`src/core/sasq_pkg.sv`:
```
// Constants, field positions and carrier types for the converter sequencer.
// Assumes a single 10 MHz clock and a plain register port with 16-bit data.
package sasq_pkg;

    // ************************************************************
    // Register map and field positions
    // ************************************************************
    localparam int          DATA_W      = 16;
    localparam int          ADDR_W      = 8;
    localparam logic [7:0]  ADDR_CTRL1  = 8'h00;
    localparam logic [7:0]  ADDR_CTRL2  = 8'h01;
    localparam logic [7:0]  ADDR_CTRL3  = 8'h02;
    localparam logic [7:0]  ADDR_SLOT0  = 8'h10;
    localparam logic [7:0]  ADDR_SLOTF  = 8'h1F;
    localparam int          NUM_SLOTS   = 16;

    // Control register 1 (adc_control_1).
    localparam int          B_ON        = 15;
    localparam int          B_SIDL      = 13;
    localparam int          B_DMABM     = 12;
    localparam int          B_RES       = 10;
    localparam int          B_OUTPUT_FORMAT      = 8;
    localparam int          B_SAMPLE_TRIGGER_SRC      = 5;
    localparam int          B_TRIGGER_GROUP_SEL     = 4;
    localparam int          B_SIM       = 3;
    localparam int          B_AUTO_SAMPLE_START      = 2;
    localparam int          B_SAMPLE_ACTIVE      = 1;
    localparam int          B_DONE      = 0;
    localparam logic [15:0] CTRL1_MASK  = 16'hB7FF;
    localparam logic [15:0] CTRL1_RST   = 16'h0000;

    // Control register 2: scan enable, count per event, DMA mode.
    localparam int          B_DMAEN     = 15;
    localparam int          B_SCAN      = 10;
    localparam int          B_CPE       = 2;
    localparam logic [15:0] CTRL2_MASK  = 16'h847C;
    localparam logic [15:0] CTRL2_RST   = 16'h0000;

    // Control register 3: internal sample counter length in cycles.
    localparam int          B_SAMC      = 8;
    localparam logic [15:0] CTRL3_MASK  = 16'h1F00;
    localparam logic [15:0] CTRL3_RST   = 16'h0000;

    // ************************************************************
    // Codes
    // ************************************************************
    localparam logic [2:0]  TRG_MANUAL  = 3'h0;
    localparam logic [2:0]  TRG_EXTPIN  = 3'h1;
    localparam logic [2:0]  TRG_TIMER3  = 3'h2;
    localparam logic [2:0]  TRG_PWMSEV  = 3'h3;
    localparam logic [2:0]  TRG_TIMER5  = 3'h4;
    localparam logic [2:0]  TRG_CTMU    = 3'h6;
    localparam logic [2:0]  TRG_COUNTER = 3'h7;
    localparam logic [1:0]  FMT_INT     = 2'h0;
    localparam logic [1:0]  FMT_SINT    = 2'h1;
    localparam logic [1:0]  FMT_FRAC    = 2'h2;
    localparam logic [1:0]  FMT_SFRAC   = 2'h3;

    typedef enum logic [1:0] {
        SASQ_IDLE    = 2'b00,
        SASQ_SAMPLE  = 2'b01,
        SASQ_CONVERT = 2'b10
    } sasq_state_t;

    // ************************************************************
    // Carriers
    // ************************************************************
    typedef struct packed {
        logic        wr;
        logic        rd;
        logic [7:0]  addr;
        logic [15:0] wdata;
    } sasq_bus_t;

    typedef struct packed {
        logic [2:0]  pwm_gen;
        logic        timer3;
        logic        timer5;
        logic        pwm_sevt;
        logic        ctmu;
        logic        ext_pin;
    } sasq_trig_t;

    typedef struct packed {
        logic        done;
        logic [5:0]  chan;
        logic [11:0] data;
    } sasq_conv_t;

endpackage : sasq_pkg

```
`src/core/sasq_core.sv`:
```
// Sequencer for a successive-approximation converter: sampling, trigger
// choice, completion flag, result formatting, 16-slot buffer and DMA mode.
// Assumes the analog converter answers conv_start_out with one conv_in.done
// pulse carrying the raw result, and that all inputs are clock-synchronous.
//
// The strobed register port and the placing of the registers are this design's own decisions.

// Notes on behaviour
// - Resolution bit: set 12-bit, clear 10-bit
// - No simultaneous sampling in 12-bit mode
// - Event flag after count of completed conversions
// - Scan list restarts when count reached
// - Non-DMA results fill 16 slots sequentially
// - Slot depends on order, not input
// - DMA mode: slot zero, address steps per count
// - Done cleared at convert start, set at end
// - Converter operates only with module on
// - Idle-stop bit halts converter in Idle
// - Build-order bit picks DMA address style
// - Four 10-bit output formats
// - Four 12-bit output formats
// - Group one: PWM generator triggers 1-3
// - Group zero trigger source codes
// - Sample bit set/cleared by software or hardware
// - Auto start resamples right after conversion
// - Done accepts only zero, without side effects
module sasq_core (
    // Clock and reset
    input  wire logic                 ref_clk_in,
    input  wire logic                 rst_in,
    // Register port
    input  wire sasq_pkg::sasq_bus_t  bus_in,
    output logic [15:0]               reg_rdata_out,
    // Device and trigger inputs
    input  wire logic                 idle_mode_in,
    input  wire sasq_pkg::sasq_trig_t trig_in,
    // Analog converter
    input  wire sasq_pkg::sasq_conv_t conv_in,
    output logic                      sample_out,
    output logic                      sim_sample_out,
    output logic                      conv_start_out,
    output logic [4:0]                scan_index_out,
    // Event and DMA
    output logic                      event_out,
    output logic                      dma_req_out,
    output logic [7:0]                dma_addr_out
);
    import sasq_pkg::*;

    // ************************************************************
    // State
    // ************************************************************
    typedef struct packed {
        sasq_state_t       st;
        logic [15:0]       ctrl1;
        logic [15:0]       ctrl2;
        logic [15:0]       ctrl3;
        logic [4:0]        smp_cnt;
        logic [4:0]        evt_cnt;
        logic [3:0]        wr_ptr;
        logic [4:0]        scan_idx;
        logic [7:0]        dma_blk;
        logic              ext_d;
        logic [15:0][15:0] slots;
        logic [15:0]       rdata;
        logic              conv_start;
        logic              sim_o;
        logic              evt;
        logic              dma_req;
        logic [7:0]        dma_addr;
    } sasq_regs_t;

    sasq_regs_t q_r;
    sasq_regs_t q_nxt;

    // ************************************************************
    // Helpers
    // ************************************************************
    function automatic logic [15:0] fmt_result(input logic       res12,
                                               input logic [1:0] output_format,
                                               input logic [11:0] d);
        logic [15:0] r;
        r = 16'h0000;
        if (res12) begin
            case (output_format)
                FMT_INT:  r = {4'h0, d};
                FMT_SINT: r = {{4{~d[11]}}, d};
                FMT_FRAC: r = {d, 4'h0};
                default:  r = {~d[11], d[10:0], 4'h0};
            endcase
        end else begin
            case (output_format)
                FMT_INT:  r = {6'h00, d[9:0]};
                FMT_SINT: r = {{6{~d[9]}}, d[9:0]};
                FMT_FRAC: r = {d[9:0], 6'h00};
                default:  r = {~d[9], d[8:0], 6'h00};
            endcase
        end
        return r;
    endfunction : fmt_result

    // Manual code is absent here: it ends sampling through a register write.
    function automatic logic trig_hit(input logic       group,
                                      input logic [2:0] code,
                                      input sasq_trig_t t,
                                      input logic       ext_edge,
                                      input logic       cnt_done);
        logic h;
        h = 1'b0;
        if (group) begin
            if (code < 3'h3) begin
                h = t.pwm_gen[code[1:0]];
            end
        end else begin
            case (code)
                TRG_EXTPIN:  h = ext_edge;
                TRG_TIMER3:  h = t.timer3;
                TRG_PWMSEV:  h = t.pwm_sevt;
                TRG_TIMER5:  h = t.timer5;
                TRG_CTMU:    h = t.ctmu;
                TRG_COUNTER: h = cnt_done;
                default:     h = 1'b0;
            endcase
        end
        return h;
    endfunction : trig_hit

    // ************************************************************
    // Next state
    // ************************************************************
    logic       on_w;
    logic       run_w;
    logic       manual_w;
    logic       start_conv;
    logic       complete_w;
    logic       last_w;
    logic [4:0] limit_w;
    logic [3:0] slot_w;

    always_comb begin
        q_nxt            = q_r;
        q_nxt.conv_start = 1'b0;
        q_nxt.evt        = 1'b0;
        q_nxt.dma_req    = 1'b0;
        q_nxt.rdata      = 16'h0000;
        q_nxt.ext_d      = trig_in.ext_pin;
        on_w     = q_r.ctrl1[B_ON];
        // Idle only freezes the sequencer so a wake resumes where it was.
        run_w    = on_w && !(q_r.ctrl1[B_SIDL] && idle_mode_in);
        manual_w = !q_r.ctrl1[B_TRIGGER_GROUP_SEL]
                   && q_r.ctrl1[B_SAMPLE_TRIGGER_SRC +: 3] == TRG_MANUAL;
        start_conv = 1'b0;
        complete_w = run_w && q_r.st == SASQ_CONVERT && conv_in.done;
        // Non-DMA mode ignores the top count bit: at most 16 slots.
        limit_w  = q_r.ctrl2[B_DMAEN] ? q_r.ctrl2[B_CPE +: 5]
                                      : {1'b0, q_r.ctrl2[B_CPE +: 4]};
        last_w   = q_r.evt_cnt == limit_w;
        slot_w   = q_r.ctrl2[B_DMAEN] ? 4'h0 : q_r.wr_ptr;

        // Register writes.
        if (bus_in.wr) begin
            case (bus_in.addr)
                ADDR_CTRL1: begin
                    q_nxt.ctrl1 = bus_in.wdata & CTRL1_MASK;
                    q_nxt.ctrl1[B_SAMPLE_ACTIVE] = q_r.ctrl1[B_SAMPLE_ACTIVE];
                    // Only a zero lands; a one leaves the flag as it was.
                    q_nxt.ctrl1[B_DONE] = q_r.ctrl1[B_DONE]
                                          && bus_in.wdata[B_DONE];
                    if (run_w && !q_r.ctrl1[B_AUTO_SAMPLE_START]
                        && q_r.st == SASQ_IDLE && bus_in.wdata[B_SAMPLE_ACTIVE]) begin
                        q_nxt.st            = SASQ_SAMPLE;
                        q_nxt.ctrl1[B_SAMPLE_ACTIVE] = 1'b1;
                        q_nxt.smp_cnt       = 5'h00;
                    end
                    if (run_w && manual_w && q_r.st == SASQ_SAMPLE
                        && !bus_in.wdata[B_SAMPLE_ACTIVE]) begin
                        start_conv = 1'b1;
                    end
                end
                ADDR_CTRL2: q_nxt.ctrl2 = bus_in.wdata & CTRL2_MASK;
                ADDR_CTRL3: q_nxt.ctrl3 = bus_in.wdata & CTRL3_MASK;
                default: ;
            endcase
        end

        // Register reads; unmapped addresses answer zero.
        if (bus_in.rd) begin
            if (bus_in.addr == ADDR_CTRL1) begin
                q_nxt.rdata = q_r.ctrl1;
                // The simultaneous bit reads zero in 12-bit mode.
                if (q_r.ctrl1[B_RES]) begin
                    q_nxt.rdata[B_SIM] = 1'b0;
                end
            end else if (bus_in.addr == ADDR_CTRL2) begin
                q_nxt.rdata = q_r.ctrl2;
            end else if (bus_in.addr == ADDR_CTRL3) begin
                q_nxt.rdata = q_r.ctrl3;
            end else if (bus_in.addr >= ADDR_SLOT0
                         && bus_in.addr <= ADDR_SLOTF) begin
                q_nxt.rdata = q_r.slots[bus_in.addr[3:0]];
            end
        end

        // Sequencer.
        if (!on_w) begin
            q_nxt.st            = SASQ_IDLE;
            q_nxt.ctrl1[B_SAMPLE_ACTIVE] = 1'b0;
            q_nxt.evt_cnt       = 5'h00;
            q_nxt.wr_ptr        = 4'h0;
            q_nxt.scan_idx      = 5'h00;
        end else if (run_w) begin
            case (q_r.st)
                SASQ_IDLE: begin
                    if (q_r.ctrl1[B_AUTO_SAMPLE_START]) begin
                        q_nxt.st            = SASQ_SAMPLE;
                        q_nxt.ctrl1[B_SAMPLE_ACTIVE] = 1'b1;
                        q_nxt.smp_cnt       = 5'h00;
                    end
                end
                SASQ_SAMPLE: begin
                    if (q_r.smp_cnt != 5'h1F) begin
                        q_nxt.smp_cnt = q_r.smp_cnt + 5'h01;
                    end
                    if (!manual_w && trig_hit(q_r.ctrl1[B_TRIGGER_GROUP_SEL],
                            q_r.ctrl1[B_SAMPLE_TRIGGER_SRC +: 3], trig_in,
                            trig_in.ext_pin && !q_r.ext_d,
                            q_r.smp_cnt >= q_r.ctrl3[B_SAMC +: 5])) begin
                        start_conv = 1'b1;
                    end
                end
                SASQ_CONVERT: begin
                    if (conv_in.done) begin
                        // Slot follows order only, never the input number.
                        q_nxt.slots[slot_w] = fmt_result(q_r.ctrl1[B_RES],
                            q_r.ctrl1[B_OUTPUT_FORMAT +: 2], conv_in.data);
                        q_nxt.ctrl1[B_DONE] = 1'b1;
                        q_nxt.dma_req = q_r.ctrl2[B_DMAEN];
                        q_nxt.dma_addr = q_r.ctrl1[B_DMABM] ? q_r.dma_blk
                            : {conv_in.chan[4:0], q_r.dma_blk[2:0]};
                        if (last_w) begin
                            q_nxt.evt     = 1'b1;
                            q_nxt.evt_cnt = 5'h00;
                            q_nxt.wr_ptr  = 4'h0;
                            if (q_r.ctrl2[B_SCAN]) begin
                                q_nxt.scan_idx = 5'h00;
                            end
                            if (q_r.ctrl2[B_DMAEN]) begin
                                q_nxt.dma_blk = q_r.dma_blk + 8'h01;
                            end
                        end else begin
                            q_nxt.evt_cnt = q_r.evt_cnt + 5'h01;
                            q_nxt.wr_ptr  = q_r.wr_ptr + 4'h1;
                            if (q_r.ctrl2[B_SCAN]) begin
                                q_nxt.scan_idx = q_r.scan_idx + 5'h01;
                            end
                        end
                        if (q_r.ctrl1[B_AUTO_SAMPLE_START]) begin
                            q_nxt.st            = SASQ_SAMPLE;
                            q_nxt.ctrl1[B_SAMPLE_ACTIVE] = 1'b1;
                            q_nxt.smp_cnt       = 5'h00;
                        end else begin
                            q_nxt.st = SASQ_IDLE;
                        end
                    end
                end
                default: q_nxt.st = SASQ_IDLE;
            endcase
            if (start_conv) begin
                q_nxt.st            = SASQ_CONVERT;
                q_nxt.ctrl1[B_SAMPLE_ACTIVE] = 1'b0;
                q_nxt.ctrl1[B_DONE] = 1'b0;
                q_nxt.conv_start    = 1'b1;
            end
        end
        q_nxt.sim_o = q_nxt.ctrl1[B_SIM] && !q_nxt.ctrl1[B_RES]
                      && q_nxt.st == SASQ_SAMPLE;
    end

    always_ff @(posedge ref_clk_in or posedge rst_in) begin
        if (rst_in) begin
            q_r       <= '0;
            q_r.st    <= SASQ_IDLE;
            q_r.ctrl1 <= CTRL1_RST;
            q_r.ctrl2 <= CTRL2_RST;
            q_r.ctrl3 <= CTRL3_RST;
        end else begin
            q_r <= q_nxt;
        end
    end

    assign reg_rdata_out  = q_r.rdata;
    assign sample_out     = q_r.ctrl1[B_SAMPLE_ACTIVE];
    assign sim_sample_out = q_r.sim_o;
    assign conv_start_out = q_r.conv_start;
    assign scan_index_out = q_r.scan_idx;
    assign event_out      = q_r.evt;
    assign dma_req_out    = q_r.dma_req;
    assign dma_addr_out   = q_r.dma_addr;
endmodule : sasq_core

```
`config.mk`:
```
export PLATFORM = sky130hd
export DESIGN_NAME = sasq_core
export DESIGN_NICKNAME = d
export VERILOG_FILES = /design/src/core/sasq_pkg.sv /design/src/core/sasq_core.sv
export SDC_FILE = /design/constraint.sdc
export NUM_CORES = 1
export LEC_CHECK = 0
export BUFFER_PORTS_ARGS = -buffer_cell sky130_fd_sc_hd__clkbuf_2
export CORE_ASPECT_RATIO = 1.4
export CORE_UTILIZATION = 50
export DETAILED_ROUTE_END_ITERATION = 10
export PLACE_DENSITY = 0.73
export SYNTH_ARGS = -nofsm -noshare
export SYNTH_HDL_FRONTEND = slang
export SYNTH_SLANG_ARGS = --single-unit
```
`constraint.sdc`:
```
create_clock -name ref_clk_in -period 32.6 [get_ports ref_clk_in]
set_clock_uncertainty 0.05 [all_clocks]
set_input_delay 6.52 -clock ref_clk_in [delete_from_list [all_inputs] [get_ports ref_clk_in]]
set_output_delay 6.52 -clock ref_clk_in [all_outputs]
set_load 0.05 [all_outputs]
```
==> results.txt <==
* Die Width: 151 um
- Wire length of the first global-routing pass: 58.6 mm
- Detailed router's first-iteration violation count: 760
- End of the worst hold path: q_r[180]
- The count of buffers added on input and output ports is between 80 and 90.
* Minimum hold slack: around 420 ps
- Outcome: finished, final reports clean
* Number of levels in the clock H-tree: 1
* Count of pins over their slew limit: 0
- In this run the critical register-to-register path is captured at q_r[147].
* Sw Ratio: between 20% and 30%
* Antenna Violating Nets Remaining: 0
- Initial Utilization: 50.8%
- Register bit count reported by yosys: 340
- Largest net degree at the start of global routing: 193
* Final total power: 0.826 mW
- Netlist cell types: 53
- Dividing the detail-routed via count by the number of cells gives 5.87.
- For this design the static power due to leakage is 7.83 nW.
- Number of fill cells in the layout: 2554
- Setup WS pre-CTS: 23050 ps
* Standard cell with the maximum stage delay on the critical path: and4_1
- Synthesis produced 1442 cells.
- Tightest Pin Transition: 1230 ps
- Total gr overflow: 0
- Area Growth Syn to Fin: 9.16%
- Bufs and invs on worst path: 1
* Minimum period implied by the final worst setup slack: 8930 ps
- Post-CTS repair changed the size of 0 cells.
* Largest buffer count on any clock path: 3
- After detailed routing, the total wire length is roughly 37 mm.
- Worst-case register-to-register setup slack: between 20000 and 30000 ps
- First-pass iteration count of the detailed router: 5
- Routed length on met1: 14.5 mm
- Peak fanout along the critical path: 32
* Cell Count, Final, Fillers Out: 1857
- Highest routing layer actually used: met4
- Number of placed I/O pins: 90
* Post-CTS Hold Buffers: 0
- Yosys printed 0 warnings.
* Placed Area: 16000 um^2
- Setup repair after global routing left no endpoint under its margin.
- Kind of start point of the critical path: primary input
* Switching power summed over all nets: 0.185 mW
- Summing the sequential cell areas from Yosys gives 54.5% of the chip area.
- The worst register-to-register path begins at q_r[360].
* FP Rows: 76
- The min-delay analysis places its worst path in the category reg -> reg.
- Across the run, the number of max-cap violations was 0.
- Summing over every cut layer, the via total after detailed routing is 10907.
- HPWL after DPL: 22.7 mm
- Yosys top cell area share: 54.5%
* Vias in the first global route: ~11000
- Final core utilization: 55.5%
- Hold Crit Start: q_r[180]
- On the critical path the largest part of the delay comes from simple AND/OR/NAND/NOR gates.
* CP peak stage delay: 970 ps
- In this run, synthesis inferred 0 flip-flops with an integrated enable.
* WL met2: 18.7 mm
- For the final routed database, the setup TNS stands at 0 ps.
- The number of hold-slack violations in the final timing report is 0.
- CTS sink cnt: between 300 and 400
- Cell types occupying the most area after synthesis: dfrtp_1, mux4_2, o21ai_0
- The most common cell in the synthesized netlist is dfrtp_1.
- Share of final-layout standard cells stronger than drive strength 1: 18.5%
* Asr flop ratio synth: 100%
* All-Layer GR Usage: 24.1%
- Inst Count DP: about 1800
- The floorplan step set the die height to 211 um.
* Mapped Nets: 1509
* Count of antenna diodes in the layout: 0
- TritonCTS built the clock tree.
- STA classifies the critical path endpoint as a flop.
- Clock slew seen by the registers of the worst setup and hold paths: 70 ps
* Number of gates on the worst path with buffers counted: 6
* Root buffer cell: clkbuf_16
- The synthesized design spends more area on one cell type than any other, namely dfrtp_1.
- For this run, design rule violations remaining after detail routing come to 0.
* Pwr/cell area: 48.5 nW/um^2
* Setup-violating endpoint count in the final report: 0
- Leading cell types by count after synthesis: dfrtp_1, nand2_1, o21ai_0
* Cell area after layout: 17000 um^2
* Primary FF master, synth: dfrtp_1
- The net count of the finished layout is 1511.
* Clock Power Share: 43.5%
* Number of antenna violations at the first check in global routing: 0
* Category of the most critical setup path: in -> reg
- Power Internal: 0.641 mW
- Required time worst endpoint: 33010 ps
- Insertion delay to the later sink of the worst-skew pair: 570 ps
- The worst path uses 27.4% of the clock period.
- The average instance in the mapped netlist occupies 10.8 um^2.
- Number of stages on the worst hold path: 2
* Cell area after synthesis: 15600 um^2
- Across the VDD grid, the largest voltage drop is ~41 uV.
- After layout, the worst setup slack is around 24000 ps.
* Maximum clock frequency: 112 MHz
* Clock buffer count from CTS: 31
- At the worst endpoint, the arrival time is 9340 ps.
* Total setup buffers inserted after CTS: 0
- Full die area: 31900 um^2
- Of the total power, registers draw around half.
- Reg2reg path depth: 5
- Wire segments on met3 add up to 2.59 mm in the final route.
- Per-cell routed wire length: 19.9 um
- Floorplan Core Area: 30700 um^2
- Gpl congestion: 0.935
- Worst relative slew slack: between 15 and 20%
* Cell breakdown of the critical path: clkbuf_2 > nor2b_1 > and4_1 > and3_1 > nand2_1 > o21ai_0
- Portion of total power attributed to combinational logic: under 10%
## power groups by stage
stage | Clock, mW | Combinational [mW] | Sequential (mW)
detailed placement | 0 | 0.0409 | 0.434
CTS | 0.365 | 0.0411 | 0.426
global placement | 0 | 0.0402 | 0.434
global route | 0.380 | 0.0450 | 0.427
floorplan | 0 | 0.0295 | 0.432
finish | 0.359 | 0.0406 | 0.427
## cell usage in the layout (no fill, tap or decap), drive strengths merged, types with 5 or more instances in the layout
cell type and count:
nand2 308, o211ai 6, mux2 35, mux2i 29, clkbuf 133, nor4 5
mux4 73, buf 22, xor2 9, dfrtp 340, and3 11, o21ai 287
ha 11, and2 6, xnor2 6, inv 21, nor2 22, clkinv 7
nand3 24, nor2b 14, nand2b 9, a21oi 34, nor3 10
## per-layer routing
layer | vias up | GRT usage, %
li1 | 5007 | -
met1 | 5427 | 30.5
met2 | 407 | 41.6
met3 | 66 | 3.15
met4 | 0 | 9.00
met5 | - | 0
## state kept, by name, summed over array words and instances, names as in the netlist
signal,flops
conv_start_out,1
dma_addr_out,8
dma_req_out,1
event_out,1
on_w,1
q_r,305
reg_rdata_out,16
sample_out,1
scan_index_out,5
sim_sample_out,1
## cell type report
type	instances	area, um^2	share of cell area, %
sequential	340	8510	49.9
clock inverter	8	65.1	0.382
inverter	21	86.3	0.507
multi-input combinational	943	6350	37.3
clock buffer	48	940	5.51
tap	390	488	2.86
timing repair buffer	107	601	3.52
## worst min-delay path: cells and delay by family, from the launching register on
family / cells / cell delay [ps]
DFF: 1 / 330
AOI/OAI and AO/OA: 1 / 60
and+or+nand+nor: 1 / 40
## how the worst max path moves through the flow
stage / slack [ps] / start / to
floorplan: 16610 / rst_in / conv_start_out
global placement: 23030 / bus_in[16] / reg_rdata_out[12]
finish: 23670 / conv_in[18] / q_r[147]
global route: 23400 / conv_in[18] / q_r[140]
detailed placement: 23050 / bus_in[16] / reg_rdata_out[12]
CTS: 23640 / bus_in[16] / reg_rdata_out[12]
## logic make-up (layout without fill, tap and decap cells)
kind of cell	Yosys count	in the layout	synth area share, %
fa+ha+maj	11	11	0.882
flops	340	340	54.5
simple gates	425	425	11.7
xor+xnor	15	15	0.842
compound gates	355	355	12.0
mux	137	137	15.0
buf+inv	159	184	5.01
(Power assumes the default switching activity.)
